## config.mk

```make
export PLATFORM = sky130hd
export DESIGN_NAME = pwr_state_ctrl
export DESIGN_NICKNAME = d
export VERILOG_FILES = /design/src/pwr_state_pkg.sv /design/src/press_timer.sv /design/src/pwr_state_ctrl.sv
export SDC_FILE = /design/constraint.sdc
export NUM_CORES = 1
export LEC_CHECK = 0
export ABC_AREA = 1
export ABC_CLOCK_PERIOD_IN_PS = 2200
export BUFFER_PORTS_ARGS = -buffer_cell sky130_fd_sc_hd__buf_2
export CORE_UTILIZATION = 63
export CTS_BUF_LIST = sky130_fd_sc_hd__clkbuf_8
export CTS_CLUSTER_SIZE = 14
export DETAILED_ROUTE_END_ITERATION = 6
export PLACE_DENSITY = 0.9
export SYNTH_ARGS = -nofsm -noshare
export SYNTH_HDL_FRONTEND = slang
export SYNTH_SLANG_ARGS = --single-unit
```

## constraint.sdc

```tcl
create_clock -name core_clk_i -period 2.2 [get_ports core_clk_i]
set_clock_uncertainty 0.15 [all_clocks]
set_input_delay 0.11 -clock core_clk_i [delete_from_list [all_inputs] [get_ports core_clk_i]]
set_output_delay 0.11 -clock core_clk_i [all_outputs]
set_load 0.05 [all_outputs]
```

## src/pwr_state_pkg.sv

```systemverilog
// package: power states, timing constants and carrier structs for the power state controller
package pwr_state_pkg;

	// system power states
	typedef enum logic [2:0] {
		ST_S0,
		ST_S1,
		ST_S3,
		ST_S4,
		ST_S5
	} sys_state_t;

	// clock and press timing
	localparam int unsigned CLK_HZ          = 100_000_000;
	localparam int unsigned LONG_PRESS_MS   = 4000;
	localparam int unsigned DEBOUNCE_MS     = 20;
	localparam int unsigned LONG_PRESS_CYC  = (LONG_PRESS_MS / 1000) * CLK_HZ;
	localparam int unsigned DEBOUNCE_CYC    = (CLK_HZ / 1000) * DEBOUNCE_MS;

	// reset values
	localparam logic        LAN_S5_EN_RST   = 1'b0;
	localparam sys_state_t  STATE_RST       = ST_S5;

	// wake source bundle, all asynchronous levels
	typedef struct packed {
		logic rtc;
		logic pcie_wake;
		logic pci_pme;
		logic lan;
		logic ring;
		logic ps2;
		logic usb;
	} wake_src_t;

	// os power request
	typedef struct packed {
		logic       valid;
		sys_state_t target;
	} os_req_t;

endpackage : pwr_state_pkg

```

## src/press_timer.sv

```systemverilog
// module: power switch debouncer and press length classifier
`timescale 1ns/1ps
`default_nettype none
module press_timer
	import pwr_state_pkg::*;
#(
	parameter int unsigned DEB_CYC  = DEBOUNCE_CYC,
	parameter int unsigned LONG_CYC = LONG_PRESS_CYC
) (
	// clock and reset
	input  wire logic core_clk_i,
	input  wire logic resetn_i,
	// synchronised switch level, high while pressed
	input  wire logic sw_i,
	// classified presses
	output logic      short_o,
	output logic      long_o
);
	logic [31:0] deb_cnt;
	logic        stable;
	logic        stable_q;
	logic [31:0] press_cnt;
	logic        long_done;

	// debounce: level must hold DEB_CYC cycles before it is believed
	always_ff @(posedge core_clk_i) begin
		if (!resetn_i) begin
			deb_cnt <= '0;
			stable  <= 1'b0;
		end else if (sw_i == stable) begin
			deb_cnt <= '0;
		end else if (deb_cnt >= DEB_CYC - 1) begin
			deb_cnt <= '0;
			stable  <= sw_i;
		end else begin
			deb_cnt <= deb_cnt + 32'h0000_0001;
		end
	end

	// press length count and decision, at threshold or release
	always_ff @(posedge core_clk_i) begin
		if (!resetn_i) begin
			stable_q  <= 1'b0;
			press_cnt <= '0;
			long_done <= 1'b0;
			short_o   <= 1'b0;
			long_o    <= 1'b0;
		end else begin
			stable_q <= stable;
			short_o  <= 1'b0;
			long_o   <= 1'b0;
			if (stable && !stable_q) begin
				press_cnt <= 32'h0000_0001;
				long_done <= 1'b0;
			end else if (stable && !long_done) begin
				if (press_cnt >= LONG_CYC - 1) begin
					long_o    <= 1'b1;
					long_done <= 1'b1;
				end else begin
					press_cnt <= press_cnt + 32'h0000_0001;
				end
			end else if (!stable && stable_q && !long_done) begin
				short_o <= 1'b1;
			end
		end
	end
endmodule : press_timer
`default_nettype wire

```

## src/pwr_state_ctrl.sv

```systemverilog
// module: system power state and wake source controller
// What this block does
// - short press: off to on, on/sleep toggle
// - long press forces soft-off from on/sleep
// - closed cover switch latches intrusion flag
// - switch, alarm, express wake wake any sleep
// - ring, PS/2, USB wake S1/S3 only
// - LAN, PME wake S1-S4; S5 needs enable
`timescale 1ns/1ps
`default_nettype none
module pwr_state_ctrl
	import pwr_state_pkg::*;
#(
	parameter int unsigned DEB_CYC  = DEBOUNCE_CYC,
	parameter int unsigned LONG_CYC = LONG_PRESS_CYC
) (
	// clock and reset
	input  wire logic       core_clk_i,
	input  wire logic       resetn_i,
	// front panel switch, low while pressed
	input  wire logic       pwr_sw_n_i,
	// chassis cover switch, high when closed
	input  wire logic       cover_closed_i,
	// asynchronous wake sources
	input  wire wake_src_t  wake_i,
	// os power request
	input  wire os_req_t    os_req_i,
	// intrusion flag clear
	input  wire logic       intr_clr_i,
	// configuration: lan/pme wake from soft-off, short press target
	input  wire logic       lan_s5_en_i,
	input  wire sys_state_t sleep_level_i,
	// status
	output sys_state_t      state_o,
	output logic            main_pwr_on_o,
	output logic            wake_evt_o,
	output logic            intrusion_o
);
	// synchroniser stages; logic reads only the second stage of each
	logic       sw_m;
	logic       sw_s;
	logic       cov_m;
	logic       cov_s;
	wake_src_t  wk_m;
	wake_src_t  wk_s;
	// registered configuration and classified presses
	logic       lan_s5_en;
	logic       short_p;
	logic       long_p;
	// wake sources grouped by the deepest sleep that each may end
	logic       deep_wake;
	logic       shallow_wake;
	logic       net_wake;
	// qualified wake and state decode
	logic       wake_ok;
	sys_state_t next_state;

	// states in which the main rails are up; fans and core supply follow this
	function automatic logic is_powered(input sys_state_t st);
		return (st == ST_S0) || (st == ST_S1);
	endfunction : is_powered

	// states that a qualified wake may return to working
	function automatic logic is_asleep(input sys_state_t st);
		return (st == ST_S1) || (st == ST_S3) || (st == ST_S4) || (st == ST_S5);
	endfunction : is_asleep

	// may the grouped sources end the given sleep level
	function automatic logic wake_allowed(
		input sys_state_t st,
		input logic       deep,
		input logic       shallow,
		input logic       net,
		input logic       net_s5_en
	);
		logic ok;
		ok = 1'b0;
		case (st)
			ST_S1, ST_S3: ok = deep | shallow | net;
			ST_S4:        ok = deep | net;
			ST_S5:        ok = deep | (net & net_s5_en);
			default:      ok = 1'b0;
		endcase
		return ok;
	endfunction : wake_allowed

	// the switch, cover and wake pins pass two flops before logic reads them; reset values match
	// each pin's idle level, so no false press or wake follows reset.
	// switch synchroniser, inverted so that high means pressed from here on
	always_ff @(posedge core_clk_i) begin
		if (!resetn_i) begin
			sw_m <= 1'b0;
			sw_s <= 1'b0;
		end else begin
			sw_m <= ~pwr_sw_n_i;
			sw_s <= sw_m;
		end
	end

	// cover switch synchroniser; the contact may move at any time
	always_ff @(posedge core_clk_i) begin
		if (!resetn_i) begin
			cov_m <= 1'b0;
			cov_s <= 1'b0;
		end else begin
			cov_m <= cover_closed_i;
			cov_s <= cov_m;
		end
	end

	// wake source synchronisers; each source is an unrelated level
	always_ff @(posedge core_clk_i) begin
		if (!resetn_i) begin
			wk_m <= '0;
			wk_s <= '0;
		end else begin
			wk_m <= wake_i;
			wk_s <= wk_m;
		end
	end

	// configuration enable, cleared by reset so that soft-off
	// ignores the network until software asks otherwise
	always_ff @(posedge core_clk_i) begin
		if (!resetn_i)
			lan_s5_en <= LAN_S5_EN_RST;
		else
			lan_s5_en <= lan_s5_en_i;
	end

	// debounce and press timing kept apart so their counters size alone
	press_timer #(
		.DEB_CYC  (DEB_CYC),
		.LONG_CYC (LONG_CYC)
	) u_press (
		.core_clk_i (core_clk_i),
		.resetn_i   (resetn_i),
		.sw_i       (sw_s),
		.short_o    (short_p),
		.long_o     (long_p)
	);

	// group the synchronised sources; the switch itself wakes
	// through the press path, not here
	always_comb begin
		deep_wake    = wk_s.rtc | wk_s.pcie_wake;
		shallow_wake = wk_s.ring | wk_s.ps2 | wk_s.usb;
		net_wake     = wk_s.lan | wk_s.pci_pme;
	end

	// only sources allowed for the present level count; working never qualifies
	always_comb begin
		wake_ok = wake_allowed(state_o, deep_wake, shallow_wake, net_wake, lan_s5_en);
	end

	// next state: long press beats short press, which beats wake and os request.
	// the os may only move the system out of working; every return to working
	// comes from a press or a qualified wake
	always_comb begin
		next_state = state_o;
		case (state_o)
			// working: a short press enters the chosen sleep level
			ST_S0: begin
				if (long_p)
					next_state = ST_S5;
				else if (short_p)
					next_state = (sleep_level_i == ST_S0) ? ST_S1 : sleep_level_i;
				else if (os_req_i.valid)
					next_state = os_req_i.target;
			end
			// sleeping: a wake or short press returns, a long press powers off
			ST_S1, ST_S3, ST_S4: begin
				if (long_p)
					next_state = ST_S5;
				else if (short_p || wake_ok)
					next_state = ST_S0;
			end
			// soft-off: a long press is ignored and its release makes no short press
			ST_S5: begin
				if (short_p || wake_ok)
					next_state = ST_S0;
			end
			default: next_state = STATE_RST;
		endcase
	end

	// state register; moves only on presses, qualified wakes or os requests
	always_ff @(posedge core_clk_i) begin
		if (!resetn_i)
			state_o <= STATE_RST;
		else
			state_o <= next_state;
	end

	// rail enable follows the next state so it changes with state_o, not after it
	always_ff @(posedge core_clk_i) begin
		if (!resetn_i)
			main_pwr_on_o <= 1'b0;
		else
			main_pwr_on_o <= is_powered(next_state);
	end

	// one-cycle wake report, raised on the edge that leaves the sleep level
	always_ff @(posedge core_clk_i) begin
		if (!resetn_i)
			wake_evt_o <= 1'b0;
		else
			wake_evt_o <= wake_ok && is_asleep(state_o);
	end

	// intrusion flag: set wins over clear, so a cover still closed keeps
	// the flag up whatever software writes
	always_ff @(posedge core_clk_i) begin
		if (!resetn_i)
			intrusion_o <= 1'b0;
		else if (cov_s)
			intrusion_o <= 1'b1;
		else if (intr_clr_i)
			intrusion_o <= 1'b0;
	end
endmodule : pwr_state_ctrl
`default_nettype wire

```

==> metrics, run 1 <==
status=complete, no violations; number of global-route vias before repair=around 3700; average vias per placed instance=5.200; highest ir drop seen on vdd=0.5711 mV; hold violation total from the final report=0; cell accounting for the most synthesized area=sky130_fd_sc_hd__dfxtp_1; ratio of cells with drive above 1 in the final layout=0.1205; data arrival time of the critical path=~2.2 ns; register area share after synthesis=0.4258; iteration count of the initial detailed-routing pass=5; number of clock sinks=between 90 and 100; total buffers and inverters traversed by the critical path=2; floorplan die width=85.76 um; Adder-Cell Fraction of Synth Area=0.005663; RSZ-0062 raised after global routing=false; first-pass GRT wire length=16690 um; I/O pin cnt=26; Worst R2R Path Depth=10; most frequent standard cell in the layout excluding fill and tap cells=sky130_fd_sc_hd__nand2_1; Post-Route WL=around 10000 um; initial core utilization=0.6505; synthesized-area fraction occupied by ao, oa, aoi and oai cells=0.06540; multiplexer share of the synthesized area=0; highest net fanout along the worst path=15; count of buffers inserted at the top-level ports=25; number of standard-cell rows in the floorplan=30; number of enable flip-flop cells after synthesis=0; clock tree from TritonCTS=yes; Total Nets Final=approximately 710; average detailed-routed wire length per instance=between 10 and 15 um; height of the chip=around 86 um; antenna violations before repair=0; total of max-cap violations=0; global-route congestion overflow total=0; commonest register cell after synthesis=sky130_fd_sc_hd__dfxtp_1; Worst-Skew Late Latency=~0.38 ns; Hold Crit Class=input pin to flip-flop; Finish-stage setup viols=0; Post-synth ARST share=0; largest family of logic cells by synthesized area=simple AND/OR/NAND/NOR gates; category of the worst setup path capture point=flip-flop; post-route fraction of the period consumed by the critical path=0.9142; length of routed met2 wiring=approximately 5000 um; uppermost metal layer occupied by signal nets=met4; most frequent cells in the layout=sky130_fd_sc_hd__nand2_1 (171), sky130_fd_sc_hd__nor2_1 (111), sky130_fd_sc_hd__dfxtp_1 (94); flops & latches, synth=94; detailed-routing wirelength on met1=4285 um; final antenna diode count=0; routed via count=between 4000 and 5000; overall power after layout=~3.1 mW; buffer type at the clock tree root=sky130_fd_sc_hd__clkbuf_8; summed instance area of the synthesized netlist=4419 um2; weighted congestion at the end of routability-driven global placement=0.9189; maximum single-stage delay on the critical path=~0.37 ns; count of different cell masters after synthesis=32; Max Transition Viols Final=0; Most common cell on crit path=sky130_fd_sc_hd__nand3_2; Slowest-stage cell, CP=sky130_fd_sc_hd__dfxtp_1; Post-Syn Area per Cell=slightly above 7 um2; buffer count from post-CTS setup fixing=0; CP top delay family=simple AND/OR/NAND/NOR gates; overall die area=roughly 7400 um2; CTS Buf Count=9; setup tns final=0 ns; worst setup path category=flip-flop to flip-flop; GR Util All Layers=0.2892; post-synth top area share=0.4258; Routed met3 length=around 580 um; total stage count of the critical path=10; pin count of the biggest net entering global routing=28; maximum clock path buffer count=2; placeable core region=6794 um2; Reg clk slew, reported paths=0.09 ns; half-perimeter wire length of the detailed placement result=approximately 6500 um; H-tree levels=3; post-placement cell count=between 700 and 800; DRT antenna net count=0; synthesized instance count=around 630; total leakage power=~2 nW; share of synthesized cell area in and, or, nand and nor gates=0.3420; maximum clock rate=between 400 and 500 MHz; YS warnings=0; growth of design area from synthesis to finish=14.24%; leading cell types by total area after synthesis=sky130_fd_sc_hd__dfxtp_1 (43%), sky130_fd_sc_hd__nand2_1 (15%), sky130_fd_sc_hd__nor2_1 (9.4%); Worst EP required=~2.3 ns; worst hold slack=0.05272 ns; remaining routing DRC violations=0; Non-Filler Instances=between 700 and 800; post-synthesis xor/xnor area fraction=0.08126; depth of the worst hold-timing path=5; fin crit period=2.011 ns; number of DRC violations after detailed-routing iteration 0=between 300 and 400; cells along the critical path=ha_1, inv_1, nor2_4, nand3_4, nand2_2, nand3_2, nand3_2, buf_6, nand2_1, a21oi_1; power density over the cells=between 600 and 700 nW/um2; startpoint class of the critical path=flip-flop
cells in the mapped netlist (2+ instances only):
cell and count:
sky130_fd_sc_hd__a21oi_1 27, sky130_fd_sc_hd__a21oi_2 10, sky130_fd_sc_hd__buf_2 3, sky130_fd_sc_hd__buf_4 2
sky130_fd_sc_hd__clkbuf_1 5, sky130_fd_sc_hd__dfxtp_1 94, sky130_fd_sc_hd__ha_1 2, sky130_fd_sc_hd__inv_1 69
sky130_fd_sc_hd__inv_2 3, sky130_fd_sc_hd__nand2_1 171, sky130_fd_sc_hd__nand2_2 13, sky130_fd_sc_hd__nand3_1 23
sky130_fd_sc_hd__nand3_2 2, sky130_fd_sc_hd__nand3b_1 3, sky130_fd_sc_hd__nand4_1 14, sky130_fd_sc_hd__nor2_1 111
sky130_fd_sc_hd__nor2_2 4, sky130_fd_sc_hd__nor2_4 2, sky130_fd_sc_hd__nor3_1 7, sky130_fd_sc_hd__nor4_1 2
sky130_fd_sc_hd__o211ai_1 3, sky130_fd_sc_hd__o21ai_0 7, sky130_fd_sc_hd__xnor2_1 13, sky130_fd_sc_hd__xor2_1 28
per-stage QoR:
step	instance area [um2]	setup WS (ns)	utilization
finish	5049	0.1887	0.7431
floorplan	4457	0.4179	-
global placement	4676	0.2595	0.6882
detailed placement	4676	0.1722	0.6882
global route	5049	0.01675	0.7431
CTS	5042	0.1171	0.7422
path summary, 6_finish.rpt:
kind / start / to / slack (ns)
setup / recovery: u_press.press_cnt[1] / u_press.press_cnt[18] / 0.19
hold / removal: os_req_i[3] / state_o[2] / 0.05
setup reg to reg: u_press.press_cnt[1] / u_press.press_cnt[18] / 0.19
hold reg to reg: wk_m[2] / wk_s[2] / 0.28
final cells by class:
class	count	area (um2)
Sequential cell	94	1882
Inverter	72	272.8
Clock inverter	7	62.56
Tap cell	96	120.1
Fill cell	480	1745
Multi-Input combinational cell	457	2226
Timing Repair Buffer	50	361.6
Clock buffer	9	123.9
routing by layer:
layer,global-route usage,up-vias
li1,-,2044
met5,0,-
met1,0.3647,1850
met4,0.1379,0
met3,0.05197,34
met2,0.4815,154
flip-flops by register name, summed over array words and instances, names as in the netlist:
| register | flops |
|---|---|
| u_press.deb_cnt | 32 |
| u_press.press_cnt | 32 |
| wk_m | 7 |
| wk_s | 7 |
| state_o | 3 |
| cov_m | 1 |
| cov_s | 1 |
| intrusion_o | 1 |
| lan_s5_en | 1 |
| main_pwr_on_o | 1 |
| sw_m | 1 |
| sw_s | 1 |
| u_press.long_done | 1 |
| u_press.long_o | 1 |
| u_press.short_o | 1 |
| u_press.stable | 1 |
| u_press.stable_q | 1 |
| wake_evt_o | 1 |
timing repair:
item                                    4_1_cts  5_1_grt
endpoints found under the setup margin        0       25
hold endpoints to repair                     14        0
hold buffers                                 18        0
resized for setup                             0        3
where the power goes:
part	internal [mW]	leakage, nW	switching (mW)
clock network	0.439	0.0984	0.664
registers	1.74	0.766	0.0201
logic	0.0765	1.14	0.150
worst register-to-register path: cells and delay by family (launching register included):
| kind | cells | cell delay, ns |
|---|---|---|
| flip-flops | 1 | 0.37 |
| AO/OA/AOI/OAI | 1 | 0.16 |
| AND/OR/NAND/NOR | 6 | 0.76 |
| buffers and inverters | 2 | 0.31 |
| adder cells (fa/ha/maj) | 1 | 0.21 |
cell families after synthesis:
group           after synthesis
simple gates                355
fa+ha+maj                     2
other cells                   1
compound gates               48
xor+xnor                     41
flops                        94
buf+inv                      85
(Power assumes the default switching activity.)
==> run 2, diff against run 1 <==
- ABC_CLOCK_PERIOD_IN_PS: 2200 -> 1900
- PLACE_DENSITY: 0.9 -> 0.93
- clock period: 2.2 -> 1.9 ns (I/O delays scaled with it)
==> run 2 against run 1 <==
  * Maximum frequency up 6.2%
  * Sequential power rose by 16%
  * Flip-flop and latch count unchanged
  * Clock-buffer cell count grew 1
  * Power is 27% higher
  * Critical path type unchanged
  * Critical endpoint is now u_press.press_cnt[1]
==> metrics, run 2 (synthesis gave the netlist of run 1 again) <==
antenna violations before repair=0 (unchanged); overall power after layout=3.924 mW (+27%); GR Util All Layers=0.3320 (+0.04278); Reg clk slew, reported paths=0.10 ns (about the same); area of all placed cells without fillers=5331 um2 (+5.6%); Worst EP required=2.06 ns (-0.28 ns); post-route fraction of the period consumed by the critical path=0.9963 (+0.08212); number of standard-cell rows in the floorplan=30 (unchanged); Slowest-stage cell, CP=sky130_fd_sc_hd__dfxtp_1; growth of design area from synthesis to finish=20.64%; H-tree levels=3 (unchanged); buffer type at the clock tree root=sky130_fd_sc_hd__clkbuf_8; maximum clock path buffer count=2 (unchanged); I/O pin cnt=26 (unchanged); remaining routing DRC violations=0 (unchanged); highest ir drop seen on vdd=0.4191 mV (-27%); maximum single-stage delay on the critical path=0.45 ns (+0.08 ns); depth of the worst hold-timing path=5 (unchanged); switch share=0.2588 (-0.01113); total of max-cap violations=0 (unchanged); count of buffers inserted at the top-level ports=25 (unchanged); final antenna diode count=0 (unchanged); Worst R2R Path Depth=9 (-1); routed via count=4560 (+12%); total leakage power=2.111 nW (+5.3%); pin count of the biggest net entering global routing=34 (+21%); Int Pwr=2.908 mW (+29%); placed cell area=4748 um2 (+1.6%); Total Nets Final=714 (+1.1%); number of global-route vias before repair=4213 (+14%); CP top delay family=simple AND/OR/NAND/NOR gates; Post-Route WL=13400 um (+32%); Filler cells=380 (-21%); Finish-stage setup viols=0 (unchanged); part of the power in the clock network=0.404 (+0.047); clock tree from TritonCTS=yes; initial core utilization=0.6505 (unchanged); ratio of cells with drive above 1 in the final layout=0.1736 (+0.05314); total stage count of the critical path=9 (-1); switching power of the nets=1.015 mW (+22%); total buffers and inverters traversed by the critical path=1 (-1); weighted congestion at the end of routability-driven global placement=0.9519 (+3.6%); startpoint class of the critical path=flip-flop; iteration count of the initial detailed-routing pass=6 (+1); floorplan die width=85.76 um (unchanged); category of the worst setup path capture point=flip-flop; most frequent standard cell in the layout excluding fill and tap cells=sky130_fd_sc_hd__nand2_1; Comb pwr share=0.074 (about the same); overall die area=7354 um2 (unchanged); cells along the critical path=nand2_2, nor2_4, nand3_4, nand2_2, nand3_2, nand3_4, clkbuf_16, nand2_1, a21oi_1; worst setup path category=flip-flop to flip-flop; highest net fanout along the worst path=7 (-8); global-route congestion overflow total=0 (unchanged); height of the chip=85.76 um (unchanged); data arrival time of the critical path=2.05 ns (-0.10 ns); power density over the cells=735.9 nW/um2 (+20%); number of DRC violations after detailed-routing iteration 0=544 (+60%); hold violation total from the final report=0 (unchanged); biggest registers after layout=u_press.deb_cnt: 32 flops, u_press.press_cnt: 32 flops; average vias per placed instance=5.750 (+11%); CTS Buf Count=9 (unchanged); most frequent cells in the layout=sky130_fd_sc_hd__nand2_1 (171), sky130_fd_sc_hd__nor2_1 (104), sky130_fd_sc_hd__dfxtp_1 (81); sequential group share of total power=0.522 (-0.048); number of clock sinks=94 (unchanged); fin crit period=1.893 ns (-0.1182 ns); status=complete, no violations; first-pass GRT wire length=18980 um (+14%); half-perimeter wire length of the detailed placement result=6809 um (+4.2%); maximum clock rate=528.3 MHz (+6.2%); fraction of the core area covered by cells at the end of the flow=0.7847 (+0.04162); Max Transition Viols Final=0 (unchanged); average detailed-routed wire length per instance=16.89 um (+30%); placeable core region=6794 um2 (unchanged); DRT antenna net count=0 (unchanged); Hold Crit Class=input pin to flip-flop; Worst-Skew Late Latency=0.38 ns (about the same)
-- run 2: cell types whose count changed in the layout (fill, tap and decap cells not counted), moves of 3 or more --
cell                            previous run  this run
sky130_fd_sc_hd__buf_4                     6        13
sky130_fd_sc_hd__dfxtp_2                   0        13
sky130_fd_sc_hd__nor2_4                    2         6
sky130_fd_sc_hd__nor2_2                    4         7
sky130_fd_sc_hd__nor2_1                  111       104
sky130_fd_sc_hd__dlygate4sd3_1            18        15
sky130_fd_sc_hd__dfxtp_1                  94        81
-- run 2: worst paths after layout --
path / slack, ns / startpoint / endpoint
max reg2reg: 0.007 / u_press.press_cnt[2] / u_press.press_cnt[1]
min: 0.01 / os_req_i[0] / state_o[0]
min reg2reg: 0.29 / wk_m[1] / wk_s[1]
max: 0.007 / u_press.press_cnt[2] / u_press.press_cnt[1]
-- run 2: per-layer routing --
layer / up-vias / track usage / part of all wire
met5: - / 0 / 0
li1: 2067 / - / -
met3: 85 / 0.1107 / 0.091
met1: 2065 / 0.3639 / 0.37
met2: 343 / 0.5745 / 0.49
met4: 0 / 0.1682 / 0.051
-- run 2: timing repair --
action                     CTS  global route
setup endpoints to repair   48            50
hold buffers                15             0
resized for setup            7            36
setup buffers                0             1
pin swaps                    0             3
hold endpoints to repair    18             0
cloned                       0             2
-- run 2: tightest hold or removal path: stages --
cell and delay (ns):
sky130_fd_sc_hd__buf_2 0.07, sky130_fd_sc_hd__nand2_1 0.03, sky130_fd_sc_hd__o21ai_0 0.07, sky130_fd_sc_hd__o2111ai_1 0.11, sky130_fd_sc_hd__a21oi_1 0.14
-- run 2: area by class of cell --
cell class | instances | area [um2] | share of cell area
timing repair buffer | 58 | 474.2 | 0.08895
inverter | 72 | 277.8 | 0.05210
multi-input combinational | 457 | 2326 | 0.4363
clock buffer | 10 | 137.6 | 0.02582
sequential | 94 | 1898 | 0.3560
clock inverter | 6 | 97.59 | 0.01831
tap | 96 | 120.1 | 0.02253
-- run 2: power groups by stage --
stage / clock network, mW / registers (mW) / logic (mW)
finish: 1.59 / 2.05 / 0.288
global route: 1.65 / 2.05 / 0.304
CTS: 1.56 / 2.04 / 0.251
detailed placement: 0 / 2.08 / 0.222
global placement: 0 / 2.08 / 0.216
floorplan: 0 / 2.13 / 0.110
-- run 2: through the flow --
step	cells	setup WS (ns)	setup TNS (ns)	hold slack, ns
floorplan	636	0.1179	0	0.01738
global placement	759	0.02178	0	0.1243
detailed placement	759	-0.05963	-1.049	0.1244
CTS	790	0.006500	0	0.02079
global route	793	-0.1097	-1.560	0.01727
finish	793	0.006965	0	0.01234
